File: src/hdl/bkm_params.svh
// constants for the burst key stream xor mapper: offsets, data bit counts, register map
// assumes inclusion by bare name from the package and the design modules
`ifndef BKM_PARAMS_SVH
`define BKM_PARAMS_SVH

// key stream bit index offsets ahead of the b-field
`define BKM_OFS_STD 13'h028
`define BKM_OFS_4A 13'h050
`define BKM_OFS_4B 13'h078
// a-field bit that takes key stream bit 0
`define BKM_A_FIRST_BIT 13'h008
// multisubfield layout: key bits per subfield and data bits used of them
`define BKM_SUB_KEY_LEN 7'h50
`define BKM_SUB_DATA_LEN 7'h40

// unprotected data bits, groups 1a/1b, 2/4a, 3/4b, 5, 6
`define BKM_UNP_DBL_0 13'h320
`define BKM_UNP_DBL_1 13'h640
`define BKM_UNP_DBL_2 13'h960
`define BKM_UNP_DBL_3 13'hc80
`define BKM_UNP_DBL_4 13'h12c0
`define BKM_UNP_FUL_0 13'h140
`define BKM_UNP_FUL_1 13'h280
`define BKM_UNP_FUL_2 13'h3c0
`define BKM_UNP_FUL_3 13'h500
`define BKM_UNP_FUL_4 13'h780
`define BKM_UNP_HLF_0 13'h050
`define BKM_UNP_HLF_1 13'h0a0
`define BKM_UNP_HLF_2 13'h0f0
`define BKM_UNP_HLF_3 13'h140
`define BKM_UNP_HLF_4 13'h230
`define BKM_UNP_L640_0 13'h280
`define BKM_UNP_L640_1 13'h500
`define BKM_UNP_L640_2 13'h780
`define BKM_UNP_L640_3 13'ha00
`define BKM_UNP_L640_4 13'hf00
`define BKM_UNP_L672_0 13'h2a0
`define BKM_UNP_L672_1 13'h540
`define BKM_UNP_L672_2 13'h7e0
`define BKM_UNP_L672_3 13'ha80
`define BKM_UNP_L672_4 13'hfc0

// single subfield protected data bits, same groups
`define BKM_SGL_DBL_0 13'h300
`define BKM_SGL_DBL_1 13'h620
`define BKM_SGL_DBL_2 13'h940
`define BKM_SGL_DBL_3 13'hc60
`define BKM_SGL_DBL_4 13'h12a0
`define BKM_SGL_FUL_0 13'h130
`define BKM_SGL_FUL_1 13'h260
`define BKM_SGL_FUL_2 13'h3a0
`define BKM_SGL_FUL_3 13'h4e0
`define BKM_SGL_FUL_4 13'h760
`define BKM_SGL_L640_0 13'h260
`define BKM_SGL_L640_1 13'h4e0
`define BKM_SGL_L640_2 13'h760
`define BKM_SGL_L640_3 13'h9e0
`define BKM_SGL_L640_4 13'hee0
`define BKM_SGL_L672_0 13'h280
`define BKM_SGL_L672_1 13'h520
`define BKM_SGL_L672_2 13'h7c0
`define BKM_SGL_L672_3 13'h9fc
`define BKM_SGL_L672_4 13'hfa0
// no single subfield count exists for the half slot
`define BKM_SGL_HLF 13'h000

// multisubfield: subfields = group multiplier times slot base
`define BKM_MSF_MUL_0 13'h001
`define BKM_MSF_MUL_1 13'h002
`define BKM_MSF_MUL_2 13'h003
`define BKM_MSF_MUL_3 13'h004
`define BKM_MSF_MUL_4 13'h006
`define BKM_MSF_BASE_DBL 13'h00a
`define BKM_MSF_BASE_FUL 13'h004
`define BKM_MSF_BASE_HLF 13'h001
`define BKM_MSF_BASE_LNG 13'h008

// register map (byte addresses) and reset values
`define BKM_REG_CTRL 8'h00
`define BKM_REG_STATUS 8'h04
`define BKM_REG_BURSTS 8'h08
`define BKM_CTRL_RESET 1'h1

`endif

File: src/hdl/bkm_pkg.sv
// types for the burst key stream xor mapper
// assumes bkm_params.svh is on the include path
`include "bkm_params.svh"

package bkm_pkg;
	typedef enum logic [2:0] {bkm_cfg_1a, bkm_cfg_1b, bkm_cfg_2, bkm_cfg_3,
		bkm_cfg_4a, bkm_cfg_4b, bkm_cfg_5, bkm_cfg_6} bkm_cfg_e;
	typedef enum logic [2:0] {bkm_slot_double, bkm_slot_full, bkm_slot_half,
		bkm_slot_long640, bkm_slot_long672} bkm_slot_e;
	typedef enum logic [1:0] {bkm_fmt_unprot, bkm_fmt_single, bkm_fmt_multi} bkm_fmt_e;
	typedef enum logic [1:0] {bkm_ph_idle, bkm_ph_afield, bkm_ph_bfield, bkm_ph_done} bkm_phase_e;

	typedef struct packed {
		bkm_phase_e phase;
		bkm_cfg_e cfg;
		bkm_fmt_e fmt;
		logic tail_ctl;
		logic [12:0] offset;
		logic [12:0] count;
		logic [12:0] key_idx;
		logic [12:0] b_idx;
		logic [6:0] sub_i;
		logic out_valid;
		logic out_bit;
		logic out_is_b;
		logic [12:0] out_idx;
		logic [12:0] out_ks_idx;
		logic enc_en;
		logic [15:0] bursts;
		logic dp_write;
		logic [7:0] dp_addr;
		logic [31:0] rdata;
	} bkm_state_s;
endpackage : bkm_pkg

File: src/hdl/bkm_count_lut.sv
// lookup of encrypted b-field data bits for one slot type, configuration and format
// assumes purely combinational use by the mapper on the same clock
`include "bkm_params.svh"

module bkm_count_lut (
	input bkm_pkg::bkm_cfg_e i_cfg,
	input bkm_pkg::bkm_slot_e i_slot,
	input bkm_pkg::bkm_fmt_e i_fmt,
	output logic [12:0] o_count
);
	logic [2:0] grp;
	logic [12:0] base;
	logic [25:0] prod;

	// pick one of five grouped values
	function automatic logic [12:0] bkm_pick(input logic [2:0] g, input logic [12:0] v0, input logic [12:0] v1,
		input logic [12:0] v2, input logic [12:0] v3, input logic [12:0] v4);
		logic [12:0] r;
		unique case (g)
			3'h0: r = v0;
			3'h1: r = v1;
			3'h2: r = v2;
			3'h3: r = v3;
			default: r = v4;
		endcase
		return r;
	endfunction : bkm_pick

	// configurations sharing a b-field modulation share a count
	always_comb begin
		unique case (i_cfg)
			bkm_pkg::bkm_cfg_1a, bkm_pkg::bkm_cfg_1b: grp = 3'h0;
			bkm_pkg::bkm_cfg_2, bkm_pkg::bkm_cfg_4a: grp = 3'h1;
			bkm_pkg::bkm_cfg_3, bkm_pkg::bkm_cfg_4b: grp = 3'h2;
			bkm_pkg::bkm_cfg_5: grp = 3'h3;
			default: grp = 3'h4;
		endcase
	end

	// count by format and slot; multisubfield is subfields times data bits per subfield
	always_comb begin
		base = 13'h000;
		prod = 26'h0000000;
		o_count = 13'h000;
		unique case (i_fmt)
			bkm_pkg::bkm_fmt_unprot: begin
				unique case (i_slot)
					bkm_pkg::bkm_slot_double: o_count = bkm_pick(grp, `BKM_UNP_DBL_0, `BKM_UNP_DBL_1,
						`BKM_UNP_DBL_2, `BKM_UNP_DBL_3, `BKM_UNP_DBL_4);
					bkm_pkg::bkm_slot_full: o_count = bkm_pick(grp, `BKM_UNP_FUL_0, `BKM_UNP_FUL_1,
						`BKM_UNP_FUL_2, `BKM_UNP_FUL_3, `BKM_UNP_FUL_4);
					bkm_pkg::bkm_slot_half: o_count = bkm_pick(grp, `BKM_UNP_HLF_0, `BKM_UNP_HLF_1,
						`BKM_UNP_HLF_2, `BKM_UNP_HLF_3, `BKM_UNP_HLF_4);
					bkm_pkg::bkm_slot_long640: o_count = bkm_pick(grp, `BKM_UNP_L640_0, `BKM_UNP_L640_1,
						`BKM_UNP_L640_2, `BKM_UNP_L640_3, `BKM_UNP_L640_4);
					default: o_count = bkm_pick(grp, `BKM_UNP_L672_0, `BKM_UNP_L672_1,
						`BKM_UNP_L672_2, `BKM_UNP_L672_3, `BKM_UNP_L672_4);
				endcase
			end
			bkm_pkg::bkm_fmt_single: begin
				unique case (i_slot)
					bkm_pkg::bkm_slot_double: o_count = bkm_pick(grp, `BKM_SGL_DBL_0, `BKM_SGL_DBL_1,
						`BKM_SGL_DBL_2, `BKM_SGL_DBL_3, `BKM_SGL_DBL_4);
					bkm_pkg::bkm_slot_full: o_count = bkm_pick(grp, `BKM_SGL_FUL_0, `BKM_SGL_FUL_1,
						`BKM_SGL_FUL_2, `BKM_SGL_FUL_3, `BKM_SGL_FUL_4);
					bkm_pkg::bkm_slot_half: o_count = `BKM_SGL_HLF;
					bkm_pkg::bkm_slot_long640: o_count = bkm_pick(grp, `BKM_SGL_L640_0, `BKM_SGL_L640_1,
						`BKM_SGL_L640_2, `BKM_SGL_L640_3, `BKM_SGL_L640_4);
					default: o_count = bkm_pick(grp, `BKM_SGL_L672_0, `BKM_SGL_L672_1,
						`BKM_SGL_L672_2, `BKM_SGL_L672_3, `BKM_SGL_L672_4);
				endcase
			end
			default: begin
				unique case (i_slot)
					bkm_pkg::bkm_slot_double: base = `BKM_MSF_BASE_DBL;
					bkm_pkg::bkm_slot_full: base = `BKM_MSF_BASE_FUL;
					bkm_pkg::bkm_slot_half: base = `BKM_MSF_BASE_HLF;
					default: base = `BKM_MSF_BASE_LNG;
				endcase
				prod = bkm_pick(grp, `BKM_MSF_MUL_0, `BKM_MSF_MUL_1, `BKM_MSF_MUL_2,
					`BKM_MSF_MUL_3, `BKM_MSF_MUL_4) * base;
				o_count = 13'(prod[12:0] * 13'(`BKM_SUB_DATA_LEN));
			end
		endcase
	end
endmodule : bkm_count_lut

File: src/hdl/bkm_mapper.sv
// burst key stream xor mapper: lays key stream segment bits onto a-field and b-field bits
// assumes key and data bits arrive together from logic on i_mclk; registers over ahb-lite
`include "bkm_params.svh"

module bkm_mapper (
	input wire i_mclk,
	input wire i_resetn,
	input wire i_start,
	input bkm_pkg::bkm_cfg_e i_cfg,
	input bkm_pkg::bkm_slot_e i_slot,
	input bkm_pkg::bkm_fmt_e i_fmt,
	input wire i_tail_ctl,
	input wire i_ks_valid,
	input wire i_ks_bit,
	input wire i_data_bit,
	output logic o_out_valid,
	output logic o_out_bit,
	output logic o_out_is_b,
	output logic [12:0] o_out_idx,
	output logic [12:0] o_out_ks_idx,
	output logic o_busy,
	output logic o_done,
	input wire i_hsel,
	input wire [31:0] i_haddr,
	input wire [1:0] i_htrans,
	input wire i_hwrite,
	input wire [2:0] i_hsize,
	input wire [31:0] i_hwdata,
	input wire i_hready,
	output logic [31:0] o_hrdata,
	output logic o_hreadyout,
	output logic o_hresp
);
	bkm_pkg::bkm_state_s st_r;
	bkm_pkg::bkm_state_s st_nxt;
	logic [12:0] lut_count;
	logic [12:0] start_offset;
	logic emit;
	logic addr_ok;
	logic [12:0] key_inc;

	// per-burst data bit count from slot, configuration and format
	bkm_count_lut u_count (
		.i_cfg(i_cfg),
		.i_slot(i_slot),
		.i_fmt(i_fmt),
		.o_count(lut_count)
	);

	// key index offset ahead of the b-field follows the a-field modulation
	always_comb begin
		unique case (i_cfg)
			bkm_pkg::bkm_cfg_4a: start_offset = `BKM_OFS_4A;
			bkm_pkg::bkm_cfg_4b: start_offset = `BKM_OFS_4B;
			default: start_offset = `BKM_OFS_STD;
		endcase
	end

	assign addr_ok = i_hsel && i_hready && i_htrans[1];
	assign key_inc = st_r.key_idx + 13'h001;

	// burst walk: one key bit per valid cycle, a-field first, then b-field
	always_comb begin
		st_nxt = st_r;
		emit = 1'b0;
		st_nxt.out_valid = 1'b0;
		if (i_start) begin
			// configuration held for the whole burst
			st_nxt.phase = bkm_pkg::bkm_ph_afield;
			st_nxt.cfg = i_cfg;
			st_nxt.fmt = i_fmt;
			st_nxt.tail_ctl = i_tail_ctl;
			st_nxt.offset = start_offset;
			st_nxt.count = lut_count;
			st_nxt.key_idx = 13'h000;
			st_nxt.b_idx = 13'h000;
			st_nxt.sub_i = 7'h00;
		end else if (i_ks_valid) begin
			unique case (st_r.phase)
				bkm_pkg::bkm_ph_afield: begin
					// leading key bits cover the a-field or are dropped
					if (st_r.tail_ctl) begin
						emit = 1'b1;
						st_nxt.out_is_b = 1'b0;
						st_nxt.out_idx = st_r.key_idx + `BKM_A_FIRST_BIT;
					end
					if (key_inc == st_r.offset) begin
						st_nxt.phase = (st_r.count == 13'h000) ? bkm_pkg::bkm_ph_done : bkm_pkg::bkm_ph_bfield;
					end
					st_nxt.key_idx = key_inc;
				end
				bkm_pkg::bkm_ph_bfield: begin
					// multisubfield skips the last 16 key bits of each 80 (check bits)
					if (st_r.fmt != bkm_pkg::bkm_fmt_multi || st_r.sub_i < `BKM_SUB_DATA_LEN) begin
						emit = 1'b1;
						st_nxt.out_is_b = 1'b1;
						st_nxt.out_idx = st_r.b_idx;
						st_nxt.b_idx = st_r.b_idx + 13'h001;
						if (st_r.b_idx == st_r.count - 13'h001) begin
							st_nxt.phase = bkm_pkg::bkm_ph_done;
						end
					end
					st_nxt.sub_i = (st_r.sub_i == `BKM_SUB_KEY_LEN - 7'h01) ? 7'h00 : st_r.sub_i + 7'h01;
					st_nxt.key_idx = key_inc;
				end
				bkm_pkg::bkm_ph_idle, bkm_pkg::bkm_ph_done: begin
					// surplus key bits are consumed without effect
					st_nxt.key_idx = st_r.key_idx;
				end
			endcase
		end
		if (emit) begin
			st_nxt.out_valid = 1'b1;
			st_nxt.out_bit = i_data_bit ^ (st_r.enc_en & i_ks_bit);
			st_nxt.out_ks_idx = st_r.key_idx;
		end
		if (!i_start && i_ks_valid && st_r.phase == bkm_pkg::bkm_ph_bfield && st_nxt.phase == bkm_pkg::bkm_ph_done) begin
			st_nxt.bursts = st_r.bursts + 16'h0001;
		end
		// ahb-lite data phase write of the control word
		if (st_r.dp_write && st_r.dp_addr == `BKM_REG_CTRL) begin
			st_nxt.enc_en = i_hwdata[0];
		end
		// ahb-lite address phase: capture write target, prepare read data
		st_nxt.dp_write = addr_ok && i_hwrite;
		st_nxt.dp_addr = addr_ok ? i_haddr[7:0] : st_r.dp_addr;
		if (addr_ok && !i_hwrite) begin
			unique case (i_haddr[7:0])
				`BKM_REG_CTRL: st_nxt.rdata = {31'h00000000, st_nxt.enc_en};
				`BKM_REG_STATUS: st_nxt.rdata = {3'h0, st_r.b_idx, 13'h0000, st_r.phase == bkm_pkg::bkm_ph_done,
					st_r.phase};
				`BKM_REG_BURSTS: st_nxt.rdata = {16'h0000, st_r.bursts};
				default: st_nxt.rdata = 32'h00000000;
			endcase
		end
	end

	// single register stage for all state
	always_ff @(posedge i_mclk) begin
		if (!i_resetn) begin
			st_r <= '0;
			st_r.phase <= bkm_pkg::bkm_ph_idle;
			st_r.enc_en <= `BKM_CTRL_RESET;
		end else begin
			st_r <= st_nxt;
		end
	end

	// outputs straight from flops, busy and done decoded from the phase flops; bus always ready with an okay answer
	assign o_out_valid = st_r.out_valid;
	assign o_out_bit = st_r.out_bit;
	assign o_out_is_b = st_r.out_is_b;
	assign o_out_idx = st_r.out_idx;
	assign o_out_ks_idx = st_r.out_ks_idx;
	assign o_busy = st_r.phase == bkm_pkg::bkm_ph_afield || st_r.phase == bkm_pkg::bkm_ph_bfield;
	assign o_done = st_r.phase == bkm_pkg::bkm_ph_done;
	assign o_hrdata = st_r.rdata;
	assign o_hreadyout = 1'b1;
	assign o_hresp = 1'b0;

	// helper: subfield position of the current b output
	logic [12:0] h_sub_x;
	logic [12:0] h_sub_i;
	assign h_sub_x = st_r.out_idx >> 6;
	assign h_sub_i = st_r.out_idx & 13'h003f;
	logic rd_req;
	assign rd_req = addr_ok && !i_hwrite;
endmodule : bkm_mapper

File: config.mk
export PLATFORM = sky130hd
export DESIGN_NAME = bkm_mapper
export DESIGN_NICKNAME = d
export VERILOG_FILES = /design/src/hdl/bkm_pkg.sv /design/src/hdl/bkm_count_lut.sv /design/src/hdl/bkm_mapper.sv
export VERILOG_INCLUDE_DIRS = /design/src /design/src/hdl
export SDC_FILE = /design/constraint.sdc
export NUM_CORES = 1
export LEC_CHECK = 0
export ABC_AREA = 1
export BUFFER_PORTS_ARGS = -buffer_cell sky130_fd_sc_hd__buf_2
export CAP_MARGIN = 20
export CORE_MARGIN = 3
export CORE_UTILIZATION = 32
export DETAILED_ROUTE_END_ITERATION = 12
export GPL_TIMING_DRIVEN = 0
export SLEW_MARGIN = 10
export SYNTH_ARGS = -nofsm -noshare
export SYNTH_HDL_FRONTEND = slang
export SYNTH_HIERARCHICAL = 1
export SYNTH_SLANG_ARGS = --single-unit
File: constraint.sdc
create_clock -name i_mclk -period 3 [get_ports i_mclk]
set_input_delay 0.6 -clock i_mclk [delete_from_list [all_inputs] [get_ports i_mclk]]
set_output_delay 0.6 -clock i_mclk [all_outputs]
set_load 0.005 [all_outputs]
Yosys cells after proc, flatten, opt, wreduce, memory -nomap -nowiden:

Index checks and enable logic that the tools add are counted.
W data, S select, Z words.

* add/subtract/negate cells: 6
* multipliers: 1
* order comparisons: 1
* eq/ne operators: 25
* mux-type cells: 38
* bitwise logic cells: 5
* reduce and logical (&&, ||, !) cells: 32

Operators by type and width (number)
* $pmux W13 S4: 4
* $pmux W12 S4: 4
* $pmux W11 S4: 2
* $pmux W29 S3: 1
* $pmux W10 S4: 1
* $mux W13: 3
* $mux W14: 2
* $pmux W14 S2: 1
* $add A13 B1 Y13 const B: 2
* $eq A13 B13 Y1: 2
* $pmux W13 S2: 1
* $pmux W3 S4: 2
* $eq A3 B2 Y1 const B: 6
* $add A16 B1 Y16 const B: 1
* $logic_not A8 Y1: 2
* $pmux W7 S2: 1
* $reduce_or A2 Y1: 7
* $add A13 B4 Y13 const B: 1
* $logic_not A13 Y1: 1
* $mul A13 B13 Y7: 1
* $sub A13 B1 Y13 const B: 1
* $mux W2: 6
* $pmux W4 S3: 1
* $eq A3 B1 Y1 const B: 3
* other kinds (25): 52

* bits in registers: 151
* output and inout port bits: 65

Depth between registers and ports, before layout:

Gate-level depths: netlist of run 1.

* depth after elaboration: 9
* depth in mapped cells: 22
* depth with buffers taken out: 21

By module:

Netlist of run 1, hierarchy kept.

By module, submodules not included
* bkm_mapper: instances 1, cells an instance 1001, area an instance 7169.4 um^2, sequential area each 2742.6 um^2
* bkm_count_lut: instances 1, cells an instance 167, area an instance 933.4 um^2, sequential area each 0.0 um^2

Least setup slack after synthesis of run 1:

No wires, ideal clock.

* path kind: input-to-reg
* from: input port i_slot[2]
* to: register st_r[132] (netlist bit)
* arrival: 3.115 ns
* setup slack: -0.242 ns
* stages: 17
* path through: buf_6 > clkinv_4 > nand2_2 > nor2_4 > inv_2 > nand2_1 > nor2_1 > fa_1 > ha_1 > fa_1 > ha_1 > a31o_2 > xor2_1 > nand2_1 > o21ai_0 > nand3_1 > o21ai_0

* cells in the longest elaborated chain, start to end: 5

Ends and longest elaborated chain
* start, declared: line bkm_mapper.sv:10 `input bkm_pkg::bkm_slot_e i_slot,`
* $eq A3 B2 Y1 (tied with other cells): line bkm_count_lut.sv:47, bkm_count_lut.sv:61, bkm_count_lut.sv:74
* $pmux W4 S3: line bkm_count_lut.sv:74 `unique case (i_slot)`
* $mux W13: line bkm_count_lut.sv:45 `unique case (i_fmt)`
* $mul A13 B13 Y7: line bkm_count_lut.sv:80 `` prod = bkm_pick(grp, `BKM_MSF_MUL_0, `BKM_MSF_MUL_1, `BKM_MSF_MUL_2, ``
* $pmux W13 S2 (*): line bkm_count_lut.sv:45
* named net lut_count[12]: line bkm_mapper.sv:36 `logic [12:0] lut_count;`
* end signal, assigned: line bkm_mapper.sv:145 `st_r <= st_nxt;`
* end, declared: line bkm_mapper.sv:34 `bkm_pkg::bkm_state_s st_r;`

The timed path passes the listed nets; every way through them passes the cells marked *. The select of a mux whose other input is x is not followed.
A chain may end at the register's enable or synchronous reset.

Worst setup path in the final report of run 1:

Ends and elaborated chain as after synthesis.

==> impl_metrics.env, run 1 <==
export IMPL_status="completed"
export IMPL_syn_avg_cell_area_um2=6.94
export IMPL_timing_hold_ws_ns=0.411
export IMPL_fmax_ghz=0.352
export IMPL_max_slew_worst_pin_slew_ns=0.697
export IMPL_grt_use_met1=0.216
export IMPL_drc_errors=0
export IMPL_syn_area_mm2=0.00810
export IMPL_drv_slew=0
export IMPL_drt_wirelength_per_cell_um=13.7
export IMPL_h_tree_depth=4
export IMPL_maxSlewHeadroom=0.529
export IMPL_clock_latency_ns=0.43
export IMPL_grtUsageMet3=0.0329
export IMPL_tritoncts="done"
export IMPL_hold_class="in -> reg"
export IMPL_final_cell_area_mm2=0.00977
export IMPL_met2_usage=0.281
export IMPL_nFillCells=2584
export IMPL_ff2ff_path_depth=17
export IMPL_path_class="in -> reg"
export IMPL_setup_worst_path_start="i_slot[2]"
export IMPL_crit_fanout=8
export IMPL_rsz0062_at_grt="no"
export IMPL_dp_cells=1581
export IMPL_io_pins=152
export IMPL_grt_usage=0.166
export IMPL_nets=1398
export IMPL_area_growth_syn_to_layout_pct=20.6
export IMPL_coreArea_mm2=0.0246
export IMPL_grt_antenna_before_repair=2
export IMPL_p_per_area_mw_per_mm2=463
export IMPL_final_common_cell="nand2_1"
export IMPL_start_util=0.329
export IMPL_grt_pass1_vias=7219
export IMPL_die_h_um=165
export IMPL_fp_row_count=57
export IMPL_cp_endpoint="st_r[132]"
export IMPL_p_leak_nw=4.33
export IMPL_numClockSinks=137
export IMPL_grt_ovfl_total=0
export IMPL_ant_nets=0
export IMPL_setup_viol=0
export IMPL_grt_max_degree=17
export IMPL_period_share=0.947
export IMPL_synthAdderAreaFrac=0.0383
export IMPL_final_layout_size_suffix_gt1_frac=0.216
export IMPL_io_buffer_count=85
export IMPL_final_cells=1624
export IMPL_gr_max_usage_layer="met2"
export IMPL_num_vias=7700
export IMPL_dieWidth_um=165
export IMPL_synth_simple_area_share=0.297
export IMPL_arrival_ns=3.13
export IMPL_totalWireLength_mm=22.2
export IMPL_period_minus_slack_ns=2.84
export IMPL_startpoint_type="primary input"
export IMPL_vdd_drop_max_v=0.000398
export IMPL_yosysUniqueCellTypes=49
export IMPL_fp_dieArea_mm2=0.0273
export IMPL_hold_buffers=0
export IMPL_synth_top_family_by_area="simple AND/OR/NAND/NOR gates"
export IMPL_placed_area_mm2=0.00896
export IMPL_endpoint_kind="flip-flop"
export IMPL_grt_first_pass_wirelength_mm=36.2
export IMPL_skew_ns=0.0106
export IMPL_final_util=0.397
export IMPL_gp_congestion=0.922
export IMPL_r2r_setup_slack_ns=0.26
export IMPL_clockBufferDepth=2
export IMPL_dr_first_iter_drc_count=529
export IMPL_dpl_hpwl_mm=17.0
export IMPL_reg2reg_from="st_r[110]"
export IMPL_ys_seq_elements=137
export IMPL_yosysWarnings=6
export IMPL_cts_root_buf="clkbuf_16"
export IMPL_hold_viol_final=0
export IMPL_max_cap_violations=0
export IMPL_synth_mux_area_frac=0.00139
export IMPL_reg2reg_to="st_r[47]"
export IMPL_syn_inst=1168
export IMPL_synth_xor_area_share=0.0378
export IMPL_drt_pass1_iterations=5
export IMPL_setup_tns_ns=0
export IMPL_yosysSeqAreaShare=0.338
export IMPL_critPathRequiredTime_ns=3.29
export IMPL_clk_pin_slew_ns=0.06
export IMPL_final_cell_mix="nand2_1 (234), dfxtp_1 (137), nand3_1 (121)"
export IMPL_synth_compound_area_frac=0.137
export IMPL_cts_buffers=17
export IMPL_via_per_inst=4.74
-- area by class of cell --
class | instances | area [um2] | area share
well taps | 324 | 405 | 0.0415
repair buffers | 97 | 531 | 0.0543
inverters | 126 | 487 | 0.0498
plain buffers | 108 | 724 | 0.0742
multi-input cells | 801 | 4280 | 0.439
diodes | 1 | 2.50 | 0.000256
clock inverters | 12 | 153 | 0.0156
clock buffers | 18 | 439 | 0.0450
flip-flops and latches | 137 | 2740 | 0.281
-- critical path, cell delays in order --
cell and delay (ns):
buf_6 0.12, clkinv_4 0.07, nand2_2 0.08, nor2_4 0.05
buf_4 0.16, nand2_4 0.06, inv_1 0.05, fa_2 0.35
ha_2 0.18, fa_1 0.54, ha_4 0.22, a31o_2 0.21
xor2_2 0.15, nand2_1 0.08, o21ai_2 0.06, nand3_2 0.08
o21ai_1 0.07
-- layer usage --
metal,routed length [um],vias up
met5,7,-
met4,320,2
met3,1060,28
met2,10500,179
met1,10400,3499
li1,-,3992
-- worst min-delay path by stage --
stage / start / endpoint / slack [ns] / cells past startpoint
global placement: st_r[148] / st_r[148] / 0.43 / 2
finish: i_hwrite / st_r[40] / 0.41 / 3
global route: i_hwrite / st_r[40] / 0.41 / 3
floorplan: st_r[148] / st_r[148] / 0.42 / 2
CTS: i_hwrite / st_r[40] / 0.40 / 3
detailed placement: st_r[148] / st_r[148] / 0.44 / 2
-- logic make-up after synthesis --
logic type,after synthesis
fa+ha+maj,23
xor+xnor,35
other cells,3
compound gates,211
mux,1
flops,137
buf+inv,234
simple gates,524
-- sequential cells by signal, summed over array words and instances (netlist names) --
register      flops
o_out_is_b        1
st_r             79
o_hrdata         29
o_out_bit         1
o_out_idx        13
o_out_valid       1
o_out_ks_idx     13
-- stage by stage --
step                power [mW]  setup WS [ns]
floorplan                 2.26         -0.159
finish                    4.52          0.160
global route              4.70         0.0111
detailed placement        2.40         -0.615
CTS                       4.54        0.00399
global placement          2.40         -0.582
-- cells in the mapped netlist (all sizes together) --
| master | n | share of area |
|---|---|---|
| inv | 120 | 0.056 |
| a31oi | 10 | 0.0077 |
| a21oi | 107 | 0.067 |
| nand2 | 258 | 0.13 |
| nand4 | 10 | 0.0077 |
| buf | 74 | 0.070 |
| clkinv | 6 | 0.0037 |
| o21a | 2 | 0.0019 |
| o41ai | 1 | 0.0011 |
| nor4 | 5 | 0.0039 |
| conb | 3 | 0.0014 |
| a211oi | 2 | 0.0019 |
| o211ai | 5 | 0.0046 |
| dfxtp | 137 | 0.34 |
| a22oi | 1 | 0.00093 |
| nor3 | 20 | 0.013 |
| xnor2 | 9 | 0.0097 |
| nand3b | 2 | 0.0019 |
| clkbuf | 34 | 0.019 |
| nor3b | 1 | 0.00093 |
| nor2 | 95 | 0.054 |
| a31o | 1 | 0.0011 |
| fa | 3 | 0.0074 |
| a21boi | 1 | 0.00093 |
| and2 | 1 | 0.00077 |
| or2 | 2 | 0.0015 |
| xor2 | 26 | 0.028 |
| o21ai | 81 | 0.050 |
| nand3 | 130 | 0.086 |
| ha | 20 | 0.031 |
| mux2 | 1 | 0.0014 |
-- report_power, final --
part           internal [mW]  switching (mW)
sequential              1.86          0.0291
clock                   1.32           0.808
combinational          0.190           0.326
-- repair_timing --
action / CTS / global route
gates resized for setup: 17 / 21
endpoints found under the setup margin: 1 / 29
setup buffers: 8 / 4
pin swaps: 7 / 8
endpoints found under the hold margin: 0 / 0
gates cloned: 0 / 0
Note: power is estimated with default switching activity, not from simulation.
==> run 2, diff against run 1 <==
--- a/config.mk
+++ b/config.mk
@@ -10,9 +10,10 @@
 export BUFFER_PORTS_ARGS = -buffer_cell sky130_fd_sc_hd__buf_2
 export CAP_MARGIN = 20
 export CORE_MARGIN = 3
-export CORE_UTILIZATION = 32
+export CORE_UTILIZATION = 25
 export DETAILED_ROUTE_END_ITERATION = 12
 export GPL_TIMING_DRIVEN = 0
+export REMOVE_ABC_BUFFERS = 1
 export SLEW_MARGIN = 10
 export SYNTH_ARGS = -nofsm -noshare
 export SYNTH_HDL_FRONTEND = slang
==> run 2 against run 1 <==
  * First-iteration DRC count is 9.1% lower
  * Clock skew is 0.0031 ns higher
  * Wire length is 1.3% lower
  * Register-to-register slack hardly changed
  * Clock-buffer cell count is 1 higher
  * Sequential power hardly changed
  * Largest cell class unchanged
==> impl_metrics.env, run 2 (synthesis gave the netlist of run 1 again) <==
export IMPL_status="completed"
export IMPL_drt_pass1_iterations=5
export IMPL_max_slew_worst_pin_slew_ns=0.938
export IMPL_insertedDiodeCount=0
export IMPL_p_leak_nw=3.87
export IMPL_arrival_ns=3.25
export IMPL_p_comb_frac=0.110
export IMPL_dpl_hpwl_mm=16.0
export IMPL_final_util=0.287
export IMPL_crit_slowest_cell="fa_1"
export IMPL_largest_register="st_r"
export IMPL_fp_row_count=65
export IMPL_hold_path_depth=3
export IMPL_setup_viol=0
export IMPL_final_common_cell="nand2_1"
export IMPL_grt_max_degree=56
export IMPL_hold_viol_final=0
export IMPL_die_h_um=186
export IMPL_grt_ovfl_total=0
export IMPL_p_seq_frac=0.436
export IMPL_grt_usage=0.128
export IMPL_drt_wirelength_per_cell_um=13.7
export IMPL_grt_pass1_vias=7072
export IMPL_clkPwrFrac=0.453
export IMPL_ant_nets=0
export IMPL_nFillCells=3467
export IMPL_internal_power_mw=3.17
export IMPL_largest_reg_flops=79
export IMPL_numClockSinks=137
export IMPL_fmax_ghz=0.336
export IMPL_drv_slew=0
export IMPL_gp_congestion=0.892
export IMPL_via_per_inst=4.60
export IMPL_period_share=0.991
export IMPL_nets=1294
export IMPL_period_minus_slack_ns=2.97
export IMPL_start_util=0.255
export IMPL_cts_root_buf="clkbuf_16"
export IMPL_grt_antenna_before_repair=2
export IMPL_switching_share=0.266
export IMPL_max_cap_violations=0
export IMPL_p_sw_mw=1.15
export IMPL_io_pins=152
export IMPL_cp_num_buf_inv=4
export IMPL_vdd_drop_max_v=0.000385
export IMPL_hold_buffers=0
export IMPL_startpoint_type="primary input"
export IMPL_clock_latency_ns=0.43
export IMPL_clk_pin_slew_ns=0.06
export IMPL_critPathRequiredTime_ns=3.28
export IMPL_grt_first_pass_wirelength_mm=35.9
export IMPL_skew_ns=0.0136
export IMPL_path_depth=18
export IMPL_crit_path_cell_trace="buf_4 > inv_2 > nand2_1 > nand2_2 > nand3_4 > buf_4 > nand3_1 > inv_1 > ha_1 > ha_2 > fa_1 > ha_4 > a31o_2 > xor2_1 > nand2_1 > o21ai_1 > nand3_1 > o21ai_1"
export IMPL_drc_errors=0
export IMPL_num_vias=7355
export IMPL_fp_dieArea_mm2=0.0346
export IMPL_area_growth_syn_to_layout_pct=12.5
export IMPL_coreArea_mm2=0.0317
export IMPL_maxSlewHeadroom=0.374
export IMPL_critPathMaxStageDelay_ns=0.53
export IMPL_endpoint_kind="flip-flop"
export IMPL_setup_tns_ns=0
export IMPL_hold_class="in -> reg"
export IMPL_crit_fanout=6
export IMPL_cts_buffers=17
export IMPL_final_cell_mix="nand2_1 (238), dfxtp_1 (137), nand3_1 (123)"
export IMPL_tritoncts="done"
export IMPL_final_layout_size_suffix_gt1_frac=0.169
export IMPL_cp_top_family="adder cells"
export IMPL_p_per_area_mw_per_mm2=474
export IMPL_clockBufferDepth=2
export IMPL_dieWidth_um=186
export IMPL_io_buffer_count=87
export IMPL_h_tree_depth=4
export IMPL_totalWireLength_mm=21.9
export IMPL_dr_first_iter_drc_count=481
export IMPL_ff2ff_path_depth=16
export IMPL_rsz0062_at_grt="yes"
export IMPL_p_total_mw=4.32
export IMPL_path_class="in -> reg"
## run 2: cell count changes in the layout (fill, tap and decap cells not counted), moves of 3 or more
cell / before / now
nor2_1: 79 / 76
nand2_1: 234 / 238
buf_2: 87 / 82
buf_6: 6 / 1
clkbuf_1: 31 / 1
buf_4: 76 / 14
clkbuf_8: 4 / 1
## run 2: path summary, 6_finish.rpt
| path | start | slack [ns] | to |
|---|---|---|---|
| worst max-delay path | i_cfg[2] | 0.03 | st_r[132] |
| worst min-delay path | i_tail_ctl | 0.41 | st_r[146] |
| worst min register to register | st_r[35] | 0.45 | st_r[35] |
| worst max register to register | st_r[110] | 0.27 | st_r[53] |
## run 2: through the flow
step           cell area, um2  hold WS [ns]  worst slack (ns)  std cells
2_1_floorplan            7390         0.419            -0.401       1064
3_3_place_gp             8330         0.436             -1.99       1553
3_5_place_dp             8380         0.436             -1.85       1556
4_1_cts                  9100         0.400            0.0156       1598
5_1_grt                  9120         0.419            -0.169       1598
6_report                 9120         0.414            0.0264       1598
## run 2: worst reg2reg max path, delay by kind of cell, from the launching register on
| kind | cells | cell delay, ns |
|---|---|---|
| flip-flops | 1 | 0.47 |
| XOR/XNOR | 1 | 0.20 |
| AO/OA/AOI/OAI | 1 | 0.05 |
| AND/OR/NAND/NOR | 13 | 1.60 |
| adder cells (fa/ha/maj) | 1 | 0.29 |
## run 2: repair_timing
action,4_1_cts,5_1_grt
buffers inserted,10,0
cloned,1,0
pin swaps,9,1
endpoints found under the setup margin,71,38
resized for setup,29,5
## run 2: power groups by stage
stage                     clock network (mW)  logic [mW]  registers [mW]
after CTS                               1.99       0.477            1.88
final                                   1.96       0.477            1.88
after global routing                    2.08       0.545            1.89
after global placement                     0       0.435            1.92
after floorplan                            0       0.293            1.92
after detailed placement                   0       0.443            1.92
## run 2: metal layers
| metal | up-vias | global-route usage | part of all wire |
|---|---|---|---|
| met1 | 3393 | 0.160 | 0.45 |
| met4 | 4 | 0.0417 | 0.018 |
| met5 | - | 0 | 0.0012 |
| met3 | 29 | 0.0221 | 0.040 |
| li1 | 3768 | - | - |
| met2 | 161 | 0.226 | 0.49 |
## run 2: cell type report
type / instances / area [um2] / area share
clock buffer: 19 / 443 / 0.0486
clock inverter: 12 / 103 / 0.0113
inverter: 126 / 495 / 0.0544
multi-input combinational: 802 / 4270 / 0.468
sequential: 137 / 2740 / 0.301
tap: 402 / 503 / 0.0552
timing repair buffer: 100 / 564 / 0.0619
==> run 3, diff against run 2 <==
--- a/config.mk
+++ b/config.mk
@@ -13,6 +13,7 @@
 export CORE_UTILIZATION = 25
 export DETAILED_ROUTE_END_ITERATION = 12
 export GPL_TIMING_DRIVEN = 0
+export PLACE_DENSITY = 0.44
 export REMOVE_ABC_BUFFERS = 1
 export SLEW_MARGIN = 10
 export SYNTH_ARGS = -nofsm -noshare
==> run 3 against run 2 <==
  * Final cell count grew 0.50%
  * Critical path depth shrank 1
  * Highest routed layer unchanged
  * Wire length is 6.9% higher
==> impl_metrics.env, run 3 (synthesis gave the netlist of run 1 again) <==
export IMPL_grt_pass1_vias=7124
export IMPL_clkPwrFrac=0.455
export IMPL_skew_ns=0.0136
export IMPL_period_minus_slack_ns=2.86
export IMPL_crit_fanout=8
export IMPL_critPathRequiredTime_ns=3.34
export IMPL_start_util=0.255
export IMPL_cts_buffers=17
export IMPL_drc_errors=0
export IMPL_tritoncts="done"
export IMPL_hold_buffers=0
export IMPL_drv_slew=0
export IMPL_nets=1301
export IMPL_max_cap_violations=0
export IMPL_hold_viol_final=0
export IMPL_status="completed"
export IMPL_fmax_ghz=0.349
export IMPL_via_per_inst=4.57
export IMPL_period_share=0.954
export IMPL_grt_ovfl_total=0
export IMPL_clockBufferDepth=2
export IMPL_rsz0062_at_grt="no"
export IMPL_numClockSinks=137
export IMPL_vdd_drop_max_v=0.000319
export IMPL_cts_root_buf="clkbuf_16"
export IMPL_seqCellArea_mm2=0.00274
export IMPL_grt_max_degree=56
export IMPL_arrival_ns=3.21
export IMPL_io_buffer_count=87
export IMPL_internal_power_mw=3.12
export IMPL_final_cell_area_mm2=0.00931
export IMPL_path_class="in -> reg"
export IMPL_clk_pin_slew_ns=0.07
export IMPL_p_comb_frac=0.115
export IMPL_drt_wirelength_per_cell_um=14.6
export IMPL_io_pins=152
export IMPL_p_per_area_mw_per_mm2=470
export IMPL_fp_dieArea_mm2=0.0346
export IMPL_fp_row_count=65
export IMPL_dpl_hpwl_mm=16.9
export IMPL_die_h_um=186
export IMPL_switching_share=0.286
export IMPL_num_vias=7336
export IMPL_ant_nets=0
export IMPL_final_common_cell="nand2_1"
export IMPL_maxSlewHeadroom=0.391
export IMPL_coreArea_mm2=0.0317
export IMPL_grt_usage=0.138
export IMPL_fin_ws_ns=0.138
export IMPL_h_tree_depth=4
export IMPL_startpoint_type="primary input"
export IMPL_p_leak_nw=3.92
export IMPL_dp_cells=1556
export IMPL_final_layout_size_suffix_gt1_frac=0.189
export IMPL_max_slew_worst_pin_slew_ns=0.912
export IMPL_timing_hold_ws_ns=0.425
export IMPL_final_cells=1606
export IMPL_dieWidth_um=186
export IMPL_p_seq_frac=0.431
export IMPL_largest_reg_flops=79
export IMPL_endpoint_kind="flip-flop"
export IMPL_dr_first_iter_drc_count=434
export IMPL_drt_pass1_iterations=5
export IMPL_final_cell_mix="nand2_1 (232), dfxtp_1 (137), nand3_1 (122)"
export IMPL_pre_cts_ws_ns=-1.94
export IMPL_placed_area_mm2=0.00838
export IMPL_p_sw_mw=1.25
export IMPL_multiInputGateArea_mm2=0.00436
export IMPL_gp_congestion=0.878
export IMPL_totalWireLength_mm=23.5
export IMPL_setup_viol=0
export IMPL_grt_antenna_before_repair=1
export IMPL_largest_register="st_r"
export IMPL_hold_class="in -> reg"
export IMPL_nFillCells=3518
export IMPL_final_util=0.294
export IMPL_area_growth_syn_to_layout_pct=14.9
export IMPL_clock_latency_ns=0.43
export IMPL_insertedDiodeCount=0
export IMPL_grt_first_pass_wirelength_mm=38.1
==> run 3: worst paths after layout <==
kind / from / end / slack, ns / cells after the start
worst max-delay path: i_slot[2] / st_r[132] / 0.14 / 17
worst min-delay path: i_hwrite / st_r[40] / 0.43 / 3
worst max register to register: st_r[107] / st_r[53] / 0.31 / 16
worst min register to register: st_r[36] / st_r[36] / 0.45 / 2
==> run 3: per-stage QoR <==
step / setup TNS (ns) / total power [mW]
floorplan: -2.59 / 2.21
global placement: -172.70 / 2.37
detailed placement: -76.47 / 2.37
CTS: 0 / 4.41
global route: 0 / 4.59
finish: 0 / 4.38
==> run 3: critical path, cell delays in order <==
cell and delay (ns):
buf_6 0.13, clkinv_8 0.05, nand2_2 0.06, nor2_4 0.12, inv_2 0.07, nand2_2 0.09, nor2_4 0.04, fa_2 0.39
ha_4 0.16, fa_1 0.52, ha_4 0.21, a31o_2 0.20, xor2_1 0.14, nand2_1 0.09, o21ai_1 0.08, nand3_1 0.12
o21ai_1 0.12
==> run 3: per-layer routing <==
layer	vias to the layer above	track usage	part of all wire
met1	3378	0.177	0.47
li1	3794	-	-
met5	-	0	0.00055
met2	134	0.233	0.47
met4	2	0.0381	0.016
met3	28	0.0322	0.042
==> run 3: area by class of cell <==
type | count | share of cell area
Multi-Input combinational cell | 802 | 0.468
Tap cell | 402 | 0.0540
Sequential cell | 137 | 0.295
Clock buffer | 18 | 0.0472
Inverter | 126 | 0.0543
Timing Repair inverter | 1 | 0.000537
Timing Repair Buffer | 106 | 0.0688
Clock inverter | 14 | 0.0124
==> run 3: power groups by stage <==
stage / Combinational (mW) / Clock, mW / Sequential (mW)
detailed placement: 0.446 / 0 / 1.93
finish: 0.502 / 1.99 / 1.89
CTS: 0.486 / 2.04 / 1.89
global placement: 0.442 / 0 / 1.93
floorplan: 0.293 / 0 / 1.92
global route: 0.573 / 2.13 / 1.89
==> run 3: repair_timing <==
item / CTS / global route
cloned: 1 / 1
endpoints found under the setup margin: 76 / 33
buffers inserted: 10 / 6
resized for setup: 41 / 24
pin swaps: 10 / 13
